--- config.mk ---
export PLATFORM = sky130hd
export DESIGN_NAME = lcsr_link_control_status_zero
export DESIGN_NICKNAME = d
export VERILOG_FILES = /design/src/hdl/lcsr_pkg.sv /design/src/hdl/lcsr_link_control_status_zero.sv /design/src/hdl/lcsr_timeout.sv
export VERILOG_INCLUDE_DIRS = /design/src /design/src/hdl
export SDC_FILE = /design/constraint.sdc
export NUM_CORES = 1
export LEC_CHECK = 0
export BUFFER_PORTS_ARGS = -buffer_cell sky130_fd_sc_hd__buf_2
export CAP_MARGIN = 30
export CORE_MARGIN = 5
export CORE_UTILIZATION = 49
export CTS_CLUSTER_SIZE = 28
export DETAILED_ROUTE_END_ITERATION = 10
export PLACE_DENSITY_LB_ADDON = 0.05
export SETUP_SLACK_MARGIN = 0.3
export SYNTH_ARGS = -nofsm -noshare
export SYNTH_HDL_FRONTEND = slang
export SYNTH_HIERARCHICAL = 1
export SYNTH_SLANG_ARGS = --single-unit
--- constraint.sdc ---
create_clock -name i_core_clk -period 2.6 [get_ports i_core_clk]
set_clock_uncertainty 0.1 [all_clocks]
set_input_delay 0.13 -clock i_core_clk [delete_from_list [all_inputs] [get_ports i_core_clk]]
set_output_delay 0.13 -clock i_core_clk [all_outputs]
set_load 0.005 [all_outputs]
--- src/hdl/lcsr_cfg.svh ---
// Constants for the link control and status register zero block.
// Assumes inclusion by bare name from the design files.
`ifndef LCSR_CFG_SVH
`define LCSR_CFG_SVH
// Register index ports and widths
`define LCSR_IDX_LINK_CONTROL_STATUS_ZERO        3'h0
`define LCSR_DATA_W          16
// Field positions
`define LCSR_B_POLL_DEMAND   15
`define LCSR_B_POWERED_OFF_INDICATION          14
`define LCSR_B_TX_DIS        13
`define LCSR_B_RX_DIS        12
`define LCSR_B_TX_ON         11
`define LCSR_B_RX_ON         10
`define LCSR_B_INT_EN        9
`define LCSR_B_INT_FLAG      8
`define LCSR_B_MEM_ERR       7
`define LCSR_B_MISS          6
`define LCSR_B_RX_OVR        5
`define LCSR_B_TX_UND        4
`define LCSR_B_PRIM_EV       3
`define LCSR_B_TX_RING_EV    2
`define LCSR_B_RX_RING_EV    1
// Event field is bits 7..1
`define LCSR_EV_LSB          1
`define LCSR_EV_W            7
// Bus master ready timeout, system clocks
`define LCSR_MEM_TIMEOUT_CYC 256
`define LCSR_TMO_W           9
// Primitive codes
`define LCSR_PRIM_POWER_OFF  6'h00
`define LCSR_PRIM_POWER_ON   6'h01
`endif

--- src/hdl/lcsr_pkg.sv ---
// Types for the link control and status register zero block.
// Assumes lcsr_cfg.svh is on the include path.
package lcsr_pkg;
    // Bus master ready watchdog states
    typedef enum logic [0:0] {LCSR_TMO_IDLE, LCSR_TMO_WAIT} lcsr_tmo_t;
endpackage

--- src/hdl/lcsr_link_control_status_zero.sv ---
// Link controller control and status register zero with slave port.
// Assumes synchronous host strobes and engine event pulses on i_core_clk.
//
// Overview of operation
// - Demand bit forces immediate transmit ring poll
// - Power-off bit read-only, set by reset/primitive
// - Transmit disable stops ring access after unit
// - Receive disable stops ring access after unit
// - Transmitter-on follows power-on and transmit disable
// - Receiver-on follows power-on and receive disable
// - Interrupt pin low only if enabled and flagged
// - Interrupt enable writable, held clear when off
// - Interrupt flag is OR of event bits except overrun and underrun
// - Memory error after 256 cycles without ready
// - Memory error drops bus, turns link off
// - Missed message sets on no receive buffer
// - Receive overrun sets on full receive FIFO
// - Transmit underrun aborts unit, sets bit
// - Primitive event sets on new provider primitive
// - Transmit ring event sets on entry update
// - Receive ring event sets on entry update
// - Event bits write-one-clear, cleared when off
// - Bit zero always reads zero
// - Index port then value port access
// - Primitive zero enters power-off state
`timescale 1ns/1ns
`default_nettype none
`include "lcsr_cfg.svh"
module lcsr_link_control_status_zero
    import lcsr_pkg::*;
#(
    parameter int TIMEOUT_CYC = `LCSR_MEM_TIMEOUT_CYC
) (
    // Clock and reset
    input  wire logic        i_core_clk,
    input  wire logic        i_rst_n,
    // Host slave port: address select, strobes, data
    input  wire logic        i_sel_index,
    input  wire logic        i_wr,
    input  wire logic        i_rd,
    input  wire logic [15:0] i_wdata,
    output logic      [15:0] o_rdata,
    // Primitive issue from the primitive register
    input  wire logic        i_prim_valid,
    input  wire logic [5:0]  i_prim_code,
    // Engine events
    input  wire logic        i_poll_taken,
    input  wire logic        i_tx_idle,
    input  wire logic        i_rx_idle,
    input  wire logic        i_dma_addr_valid,
    input  wire logic        i_dma_ready,
    input  wire logic        i_no_rx_buffer,
    input  wire logic        i_rx_msu_end,
    input  wire logic        i_rx_fifo_full,
    input  wire logic        i_rx_fifo_write,
    input  wire logic        i_tx_fifo_empty,
    input  wire logic        i_tx_shift_empty,
    input  wire logic        i_tx_in_unit,
    input  wire logic        i_prov_prim_written,
    input  wire logic        i_tx_desc_update,
    input  wire logic        i_rx_desc_update,
    // Engine controls
    output logic             o_poll_now,
    output logic             o_tx_ring_en,
    output logic             o_rx_ring_en,
    output logic             o_bus_release,
    output logic             o_rx_discard,
    output logic             o_tx_abort,
    output logic             o_powered_off,
    output logic             o_interrupt_flag_n
);
    // ---------------------------------------------
    // State
    // ---------------------------------------------
    logic [2:0]  index_r;           // Selected register
    logic        poll_demand_r;     // Transmit poll demand
    logic        powered_off_r;     // Power-off phase
    logic        tx_dis_r;          // Transmit ring disable
    logic        rx_dis_r;          // Receive ring disable
    logic        tx_on_r;           // Transmitter on
    logic        rx_on_r;           // Receiver on
    logic        int_en_r;          // Interrupt enable
    logic [6:0]  ev_r;              // Event bits 7..1
    logic [6:0]  ev_set;            // Hardware sets
    logic        mem_tmo;           // Watchdog pulse
    logic        link_control_status_zero_wr;           // Write to register zero
    logic        prim_off;          // Power-off primitive
    logic        prim_on;           // Power-on primitive
    logic        int_flag;          // Interrupt flag

    assign link_control_status_zero_wr  = i_wr && !i_sel_index && (index_r == `LCSR_IDX_LINK_CONTROL_STATUS_ZERO);
    assign prim_off = i_prim_valid && (i_prim_code == `LCSR_PRIM_POWER_OFF);
    assign prim_on  = i_prim_valid && (i_prim_code == `LCSR_PRIM_POWER_ON) && powered_off_r;

    // ---------------------------------------------
    // Bus master watchdog
    // ---------------------------------------------
    lcsr_timeout #(
        .TIMEOUT_CYC (TIMEOUT_CYC)
    ) u_tmo (
        .i_core_clk   (i_core_clk),
        .i_rst_n      (i_rst_n),
        .i_addr_valid (i_dma_addr_valid),
        .i_ready      (i_dma_ready),
        .o_timeout    (mem_tmo)
    );

    // ---------------------------------------------
    // Index port, kept until rewritten
    // ---------------------------------------------
    always_ff @(posedge i_core_clk) begin
        if (!i_rst_n) begin
            index_r <= 3'h0;
        end else if (i_wr && i_sel_index) begin
            index_r <= i_wdata[3:1];
        end
    end

    // ---------------------------------------------
    // Power-off phase
    // ---------------------------------------------
    always_ff @(posedge i_core_clk) begin
        if (!i_rst_n) begin
            powered_off_r <= 1'b1;
        end else if (prim_off) begin
            powered_off_r <= 1'b1;
        end else if (prim_on) begin
            powered_off_r <= 1'b0;
        end
    end

    // ---------------------------------------------
    // Poll demand: write one sets, use clears
    // ---------------------------------------------
    always_ff @(posedge i_core_clk) begin
        if (!i_rst_n) begin
            poll_demand_r <= 1'b0;
        end else if (link_control_status_zero_wr && i_wdata[`LCSR_B_POLL_DEMAND]) begin
            poll_demand_r <= 1'b1;
        end else if (i_poll_taken || !tx_on_r) begin
            // Demand is dropped when there is no ring to poll
            poll_demand_r <= 1'b0;
        end
    end
    assign o_poll_now = poll_demand_r && tx_on_r;

    // ---------------------------------------------
    // Ring disables, plain read-write
    // ---------------------------------------------
    always_ff @(posedge i_core_clk) begin
        if (!i_rst_n) begin
            tx_dis_r <= 1'b0;
            rx_dis_r <= 1'b0;
        end else if (link_control_status_zero_wr) begin
            tx_dis_r <= i_wdata[`LCSR_B_TX_DIS];
            rx_dis_r <= i_wdata[`LCSR_B_RX_DIS];
        end
    end

    // ---------------------------------------------
    // Transmitter on: off after unit in flight ends
    // ---------------------------------------------
    always_ff @(posedge i_core_clk) begin
        if (!i_rst_n || prim_off || mem_tmo) begin
            tx_on_r <= 1'b0;
        end else if (!tx_dis_r && prim_on) begin
            tx_on_r <= 1'b1;
        end else if (!powered_off_r && link_control_status_zero_wr && tx_dis_r && !i_wdata[`LCSR_B_TX_DIS]) begin
            // Only a clearing write of a set disable bit, or a power-on primitive, turns it back on, so a memory error sticks
            tx_on_r <= 1'b1;
        end else if (tx_dis_r && i_tx_idle) begin
            tx_on_r <= 1'b0;
        end
    end

    // ---------------------------------------------
    // Receiver on: off after unit in flight ends
    // ---------------------------------------------
    always_ff @(posedge i_core_clk) begin
        if (!i_rst_n || prim_off || mem_tmo) begin
            rx_on_r <= 1'b0;
        end else if (!rx_dis_r && prim_on) begin
            rx_on_r <= 1'b1;
        end else if (!powered_off_r && link_control_status_zero_wr && rx_dis_r && !i_wdata[`LCSR_B_RX_DIS]) begin
            // Only a clearing write of a set disable bit, or a power-on primitive, turns it back on, so a memory error sticks
            rx_on_r <= 1'b1;
        end else if (rx_dis_r && i_rx_idle) begin
            rx_on_r <= 1'b0;
        end
    end
    // Host may rewrite transmit ring whenever this reads low
    assign o_tx_ring_en = tx_on_r;
    assign o_rx_ring_en = rx_on_r;

    // ---------------------------------------------
    // Interrupt enable
    // ---------------------------------------------
    always_ff @(posedge i_core_clk) begin
        if (!i_rst_n || powered_off_r) begin
            int_en_r <= 1'b0;
        end else if (link_control_status_zero_wr) begin
            int_en_r <= i_wdata[`LCSR_B_INT_EN];
        end
    end

    // ---------------------------------------------
    // Event bits: set wins over host clear
    // ---------------------------------------------
    assign ev_set = {
        mem_tmo,
        i_no_rx_buffer && i_rx_msu_end && rx_on_r,
        i_rx_fifo_full && i_rx_fifo_write,
        i_tx_fifo_empty && i_tx_shift_empty && i_tx_in_unit,
        i_prov_prim_written,
        i_tx_desc_update,
        i_rx_desc_update
    };

    always_ff @(posedge i_core_clk) begin
        if (!i_rst_n || prim_off) begin
            ev_r <= 7'h00;
        end else if (link_control_status_zero_wr) begin
            ev_r <= (ev_r & ~i_wdata[7:1]) | ev_set;
        end else begin
            ev_r <= ev_r | ev_set;
        end
    end

    // Underrun and overrun are status only and stay out of the flag
    assign int_flag      = ev_r[6] | ev_r[5] | ev_r[2] | ev_r[1] | ev_r[0];
    assign o_interrupt_flag_n      = !(int_en_r && int_flag);
    assign o_bus_release = mem_tmo;
    assign o_rx_discard  = ev_set[`LCSR_B_RX_OVR-`LCSR_EV_LSB];
    assign o_tx_abort    = ev_set[`LCSR_B_TX_UND-`LCSR_EV_LSB];
    assign o_powered_off = powered_off_r;

    // ---------------------------------------------
    // Read data, registered
    // ---------------------------------------------
    always_ff @(posedge i_core_clk) begin
        if (!i_rst_n) begin
            o_rdata <= 16'h0000;
        end else if (i_rd && i_sel_index) begin
            o_rdata <= {12'h000, index_r, 1'b0};
        end else if (i_rd && index_r == `LCSR_IDX_LINK_CONTROL_STATUS_ZERO) begin
            o_rdata <= {poll_demand_r, powered_off_r, tx_dis_r, rx_dis_r,
                        tx_on_r, rx_on_r, int_en_r, int_flag, ev_r,
                        1'b0};
        end else if (i_rd) begin
            o_rdata <= 16'h0000;
        end
    end

    // ---------------------------------------------
    // Checks
    // ---------------------------------------------
    a_interrupt_flag_pin: assert property (@(posedge i_core_clk) disable iff (!i_rst_n)
        (o_interrupt_flag_n == !(int_en_r && (ev_r[6] | ev_r[5] | ev_r[2] | ev_r[1] | ev_r[0]))))
        else $error("interrupt pin wrong");
    a_ie_off: assert property (@(posedge i_core_clk) disable iff (!i_rst_n)
        powered_off_r |=> !int_en_r)
        else $error("enable set while off");
    a_set_wins: assert property (@(posedge i_core_clk) disable iff (!i_rst_n)
        (ev_set[0] && !prim_off) |=> ev_r[0])
        else $error("event lost");
    a_w1c: assert property (@(posedge i_core_clk) disable iff (!i_rst_n)
        (link_control_status_zero_wr && i_wdata[2] && !ev_set[1]) |=> !ev_r[1])
        else $error("clear failed");
    a_off_clear: assert property (@(posedge i_core_clk) disable iff (!i_rst_n)
        prim_off |=> (ev_r == 7'h00) && powered_off_r && !tx_on_r)
        else $error("power off incomplete");
    a_memory_timeout_error_link: assert property (@(posedge i_core_clk) disable iff (!i_rst_n)
        mem_tmo |=> ev_r[6] && !tx_on_r && !rx_on_r)
        else $error("memory error effect");
    a_poll_use: assert property (@(posedge i_core_clk) disable iff (!i_rst_n)
        (poll_demand_r && i_poll_taken && !link_control_status_zero_wr) |=> !poll_demand_r)
        else $error("demand not cleared");
    a_bit_zero: assert property (@(posedge i_core_clk) disable iff (!i_rst_n)
        $rose(i_rd) |=> !o_rdata[0])
        else $error("bit zero set");
    a_txdis_off: assert property (@(posedge i_core_clk) disable iff (!i_rst_n)
        (tx_dis_r && i_tx_idle && !link_control_status_zero_wr) |=> !tx_on_r)
        else $error("transmitter stays on");
endmodule // lcsr_link_control_status_zero
`default_nettype wire

--- src/hdl/lcsr_timeout.sv ---
// Bus master ready watchdog: flags a memory timeout.
// Assumes address strobe and ready are synchronous to the core clock.
`timescale 1ns/1ns
`default_nettype none
`include "lcsr_cfg.svh"
module lcsr_timeout
    import lcsr_pkg::*;
#(
    parameter int TIMEOUT_CYC = `LCSR_MEM_TIMEOUT_CYC
) (
    // Clock and reset
    input  wire logic i_core_clk,
    input  wire logic i_rst_n,
    // Bus master cycle
    input  wire logic i_addr_valid,
    input  wire logic i_ready,
    // Timeout pulse
    output logic      o_timeout
);
    lcsr_tmo_t                  state_r;   // Watchdog state
    logic [`LCSR_TMO_W-1:0]     count_r;   // Cycles since address
    localparam logic [`LCSR_TMO_W-1:0] LAST = `LCSR_TMO_W'(TIMEOUT_CYC - 1);

    // ---------------------------------------------
    // Count cycles from address until ready
    // ---------------------------------------------
    always_ff @(posedge i_core_clk) begin
        if (!i_rst_n) begin
            state_r   <= LCSR_TMO_IDLE;
            count_r   <= '0;
            o_timeout <= 1'b0;
        end else begin
            o_timeout <= 1'b0;
            unique case (state_r)
                LCSR_TMO_IDLE: begin
                    count_r <= '0;
                    if (i_addr_valid && !i_ready) begin
                        state_r <= LCSR_TMO_WAIT;
                    end
                end
                LCSR_TMO_WAIT: begin
                    if (i_ready) begin
                        state_r <= LCSR_TMO_IDLE;
                    end else if (count_r == LAST) begin
                        // 256 cycles without ready
                        o_timeout <= 1'b1;
                        state_r   <= LCSR_TMO_IDLE;
                    end else begin
                        count_r <= count_r + 1'b1;
                    end
                end
            endcase
        end
    end
endmodule // lcsr_timeout
`default_nettype wire

==> metrics.md <==
| Metric | Value |
|---|---|
| Status | `finished clean` |
| Row count | `23` |
| RR Startpoint | `u_tmo/count_r[0]` |
| Fin crit period | `2050 ps` |
| Routed Antenna Nets | `0` |
| Register share of total power | `0.552` |
| H-Tree Depth | `2` |
| Fin Hold WS | `15.7 ps` |
| Post-synthesis cell type count | `47` |
| DR iter-0 viols | `54` |
| Worst setup EP type | `register` |
| Die W | `73.3 µm` |
| Share of layout cells above drive strength 1 | `0.318` |
| Root buffer cell | `clkbuf_8` |
| GRT overflow | `0` |
| Peak Freq | `0.487 GHz` |
| Clock-pin slew on the worst setup and hold paths | `80 ps` |
| Drt pass-1 iters | `4` |
| Clock share of power | `0.326` |
| Synth Warn # | `6` |
| Switch Pwr | `312 µW` |
| Wire per inst | `13.2 µm` |
| Initial core utilization | `0.499` |
| CP Max Fanout | `11` |
| Die Y | `73.3 µm` |
| Core box area | `3940 µm²` |
| Final Max Tran Viols | `0` |
| Die ar. | `5380 µm²` |
| Largest net degree at the start of global routing | `20` |
| Setup bufs post-CTS | `0` |
| Mapped Avg Cell Area | `8.93 µm²` |
| Register bit total from synthesis | `43` |
| Synth top area cells | `dfxtp_1 (44%), nor2b_1 (4.8%), a21oi_1 (4.6%)` |
| Syn-to-layout area delta | `28.4%` |
| Final Cycle Share | `0.790` |
| DP HPWL | `3.38 mm` |
| Syn Nets | `265` |
| Max Cap Viol | `0` |
| Slew Limit Headroom | `0.580` |
| First-pass GRT wire length | `7.50 mm` |
| N_diodes | `0` |
| Worst-Skew Late Latency | `290 ps` |
| # port buffers | `60` |
| RR Endpoint | `u_tmo/count_r[4]` |
| Least-Margin Pin Slew | `627 ps` |
| I/O pins | `67` |
| Critical path type | `in -> reg` |
| Comb pwr share | `0.123` |
| Switching Share | `0.250` |
| Leading area contributor after synthesis | `dfxtp_1` |
| Predominant post-synthesis flop cell | `dfxtp_1` |
| R2r worst-path depth | `7` |
| Final WL | `4.55 mm` |
| Number of synthesized flops with an enable pin | `0` |
| Pint | `938 µW` |
| TritonCTS Buffers | `5` |
| Critical hold path startpoint | `i_no_rx_buffer` |
| Setup crit start kind | `input port` |
| Cell Area, Synth | `1970 µm²` |
| Number of global-route vias before repair | `1726` |
| DRC viols | `0` |
| CP required | `2680 ps` |
| Peak supply drop | `0.000330 V` |
| HP Class | `in -> reg` |
| RSZ-0062 raised after global routing | `false` |
| CTS tree | `done` |
| Drt via density | `5.19` |
| Final setup fails | `0` |
| Leakage | `0.00102 µW` |
| Fillers | `369` |
| Gate Count Post-Synth | `220` |
| Sequential cell area | `861 µm²` |
| Final hold vios | `0` |
| CP startpoint | `i_rst_n` |
| Critical Path AT | `2140 ps` |
| CP endpoint | `ev_r[2]` |
| Nets | `340` |
| Area of the multi-input gates | `997 µm²` |
| Placer's final routability congestion estimate | `0.769` |
| Register area share after synthesis | `0.438` |
| GRT Util Overall | `0.182` |
| Vias post-DR | `1797` |
| Worst-case clock buffer depth | `2` |
| Initial antenna violation count | `0` |
| Setup_tns | `0 ps` |
| PwrDens | `496 nW/µm²` |
| Share of the synthesized area in the top cell type | `0.438` |
| Ys async rst share | `0` |
| Reg-to-reg setup timing slack | `570 ps` |
| Clock sink total | `43` |
-- how the worst min path moves through the flow --
stage / endpoint / depth (start not counted) / slack (ps)
after floorplan: u_tmo/state_r / 1 / 110
after global placement: ev_r[4] / 2 / 220
after detailed placement: ev_r[4] / 2 / 230
after CTS: ev_r[5] / 3 / 7
after global routing: ev_r[5] / 3 / 4
final: ev_r[5] / 3 / 20
-- cell families after synthesis --
logic type / synth area share
other: 0.00191
xor gates and xnor gates: 0.00891
DFF: 0.438
adders and majority gates: 0.0127
buffers and inverters: 0.0547
and+or+nand+nor: 0.281
AOI/OAI and AO/OA: 0.198
muxes: 0.00509
-- synth_stat cells (2+ instances only) --
library cell	number
a311oi_1	5
o21ai_1	6
buf_4	2
clkbuf_1	3
dfxtp_1	43
nand3b_1	3
nand3_1	9
or4_1	2
a21oi_1	18
nand2b_1	3
inv_1	15
nand4b_1	2
o31ai_1	2
nor2b_1	15
buf_2	2
nor2_2	10
a31oi_1	5
ha_1	2
nor3_1	2
xnor2_1	2
nand2_1	13
nor2_1	11
or3_1	4
a211oi_1	4
a21oi_2	10
a32oi_1	2
o21ai_0	5
-- stage by stage --
step,setup slack (ps),utilization,instances,cell area [µm²],power (µW)
finish,545,0.640,346,2520,1250
floorplan,714,-,220,1970,785
CTS,544,0.640,346,2520,1270
detailed placement,587,0.581,323,2290,842
global placement,637,0.581,323,2290,841
global route,444,0.640,346,2520,1310
-- placed cells by master (no fill, tap or decap), drive strengths merged, types with 2 or more instances in the layout --
cell | synthesis | final
buf | 6 | 62
dfxtp | 43 | 43
a21oi | 28 | 28
nor2 | 22 | 22
inv | 15 | 15
nor2b | 15 | 15
dlygate4sd3 | 0 | 15
nand2 | 13 | 13
o21ai | 11 | 11
nand3 | 9 | 9
clkbuf | 3 | 7
a311oi | 5 | 5
a31oi | 5 | 5
or3 | 5 | 5
a211oi | 4 | 4
nand2b | 3 | 3
nand3b | 3 | 3
nor3 | 3 | 3
or4 | 2 | 2
nand4b | 2 | 2
a32oi | 2 | 2
o31ai | 2 | 2
xnor2 | 2 | 2
ha | 2 | 2
nor4 | 2 | 2
-- power by group through the flow --
stage,Sequential [µW],Combinational (µW),Clock [µW]
4_1_cts,690,154,421
3_3_place_gp,705,136,0
5_1_grt,692,170,451
2_1_floorplan,703,82.5,0
3_5_place_dp,705,136,0
6_report,690,153,407
-- sequential cells by signal (all words and copies together) (netlist names) --
register	flops
u_tmo/o_timeout	1
tx_dis_r	1
poll_demand_r	1
o_powered_off	1
o_tx_ring_en	1
rx_dis_r	1
index_r	3
int_en_r	1
u_tmo/count_r	9
o_rdata	15
o_rx_ring_en	1
ev_r	7
u_tmo/state_r	1
-- final cells by class --
class | count | share of cell area
repair buffers | 77 | 0.184
inverters | 15 | 0.0223
clock inverters | 1 | 0.00198
well taps | 50 | 0.0248
multi-input cells | 153 | 0.395
clock buffers | 7 | 0.0302
flip-flops and latches | 43 | 0.341
-- routing by layer --
layer / vias to the layer above / global-route usage / part of all wire
li1: 924 / - / -
met5: - / 0 / 0
met1: 826 / 0.201 / 0.41
met4: 0 / 0.0624 / 0.016
met3: 7 / 0.0602 / 0.061
met2: 40 / 0.324 / 0.51
-- critical path: stages --
cell           delay [ps]
dlygate4sd3_1         530
buf_2                 160
inv_1                 280
a31o_1                400
a311oi_1               70
dlygate4sd3_1         570
-- timing repair --
| item | CTS | global route |
|---|---|---|
| hold endpoints to repair | 15 | 0 |
| hold buffers | 15 | 0 |
| resized for setup | 0 | 0 |
No activity file was read; power rests on OpenSTA's default activity.
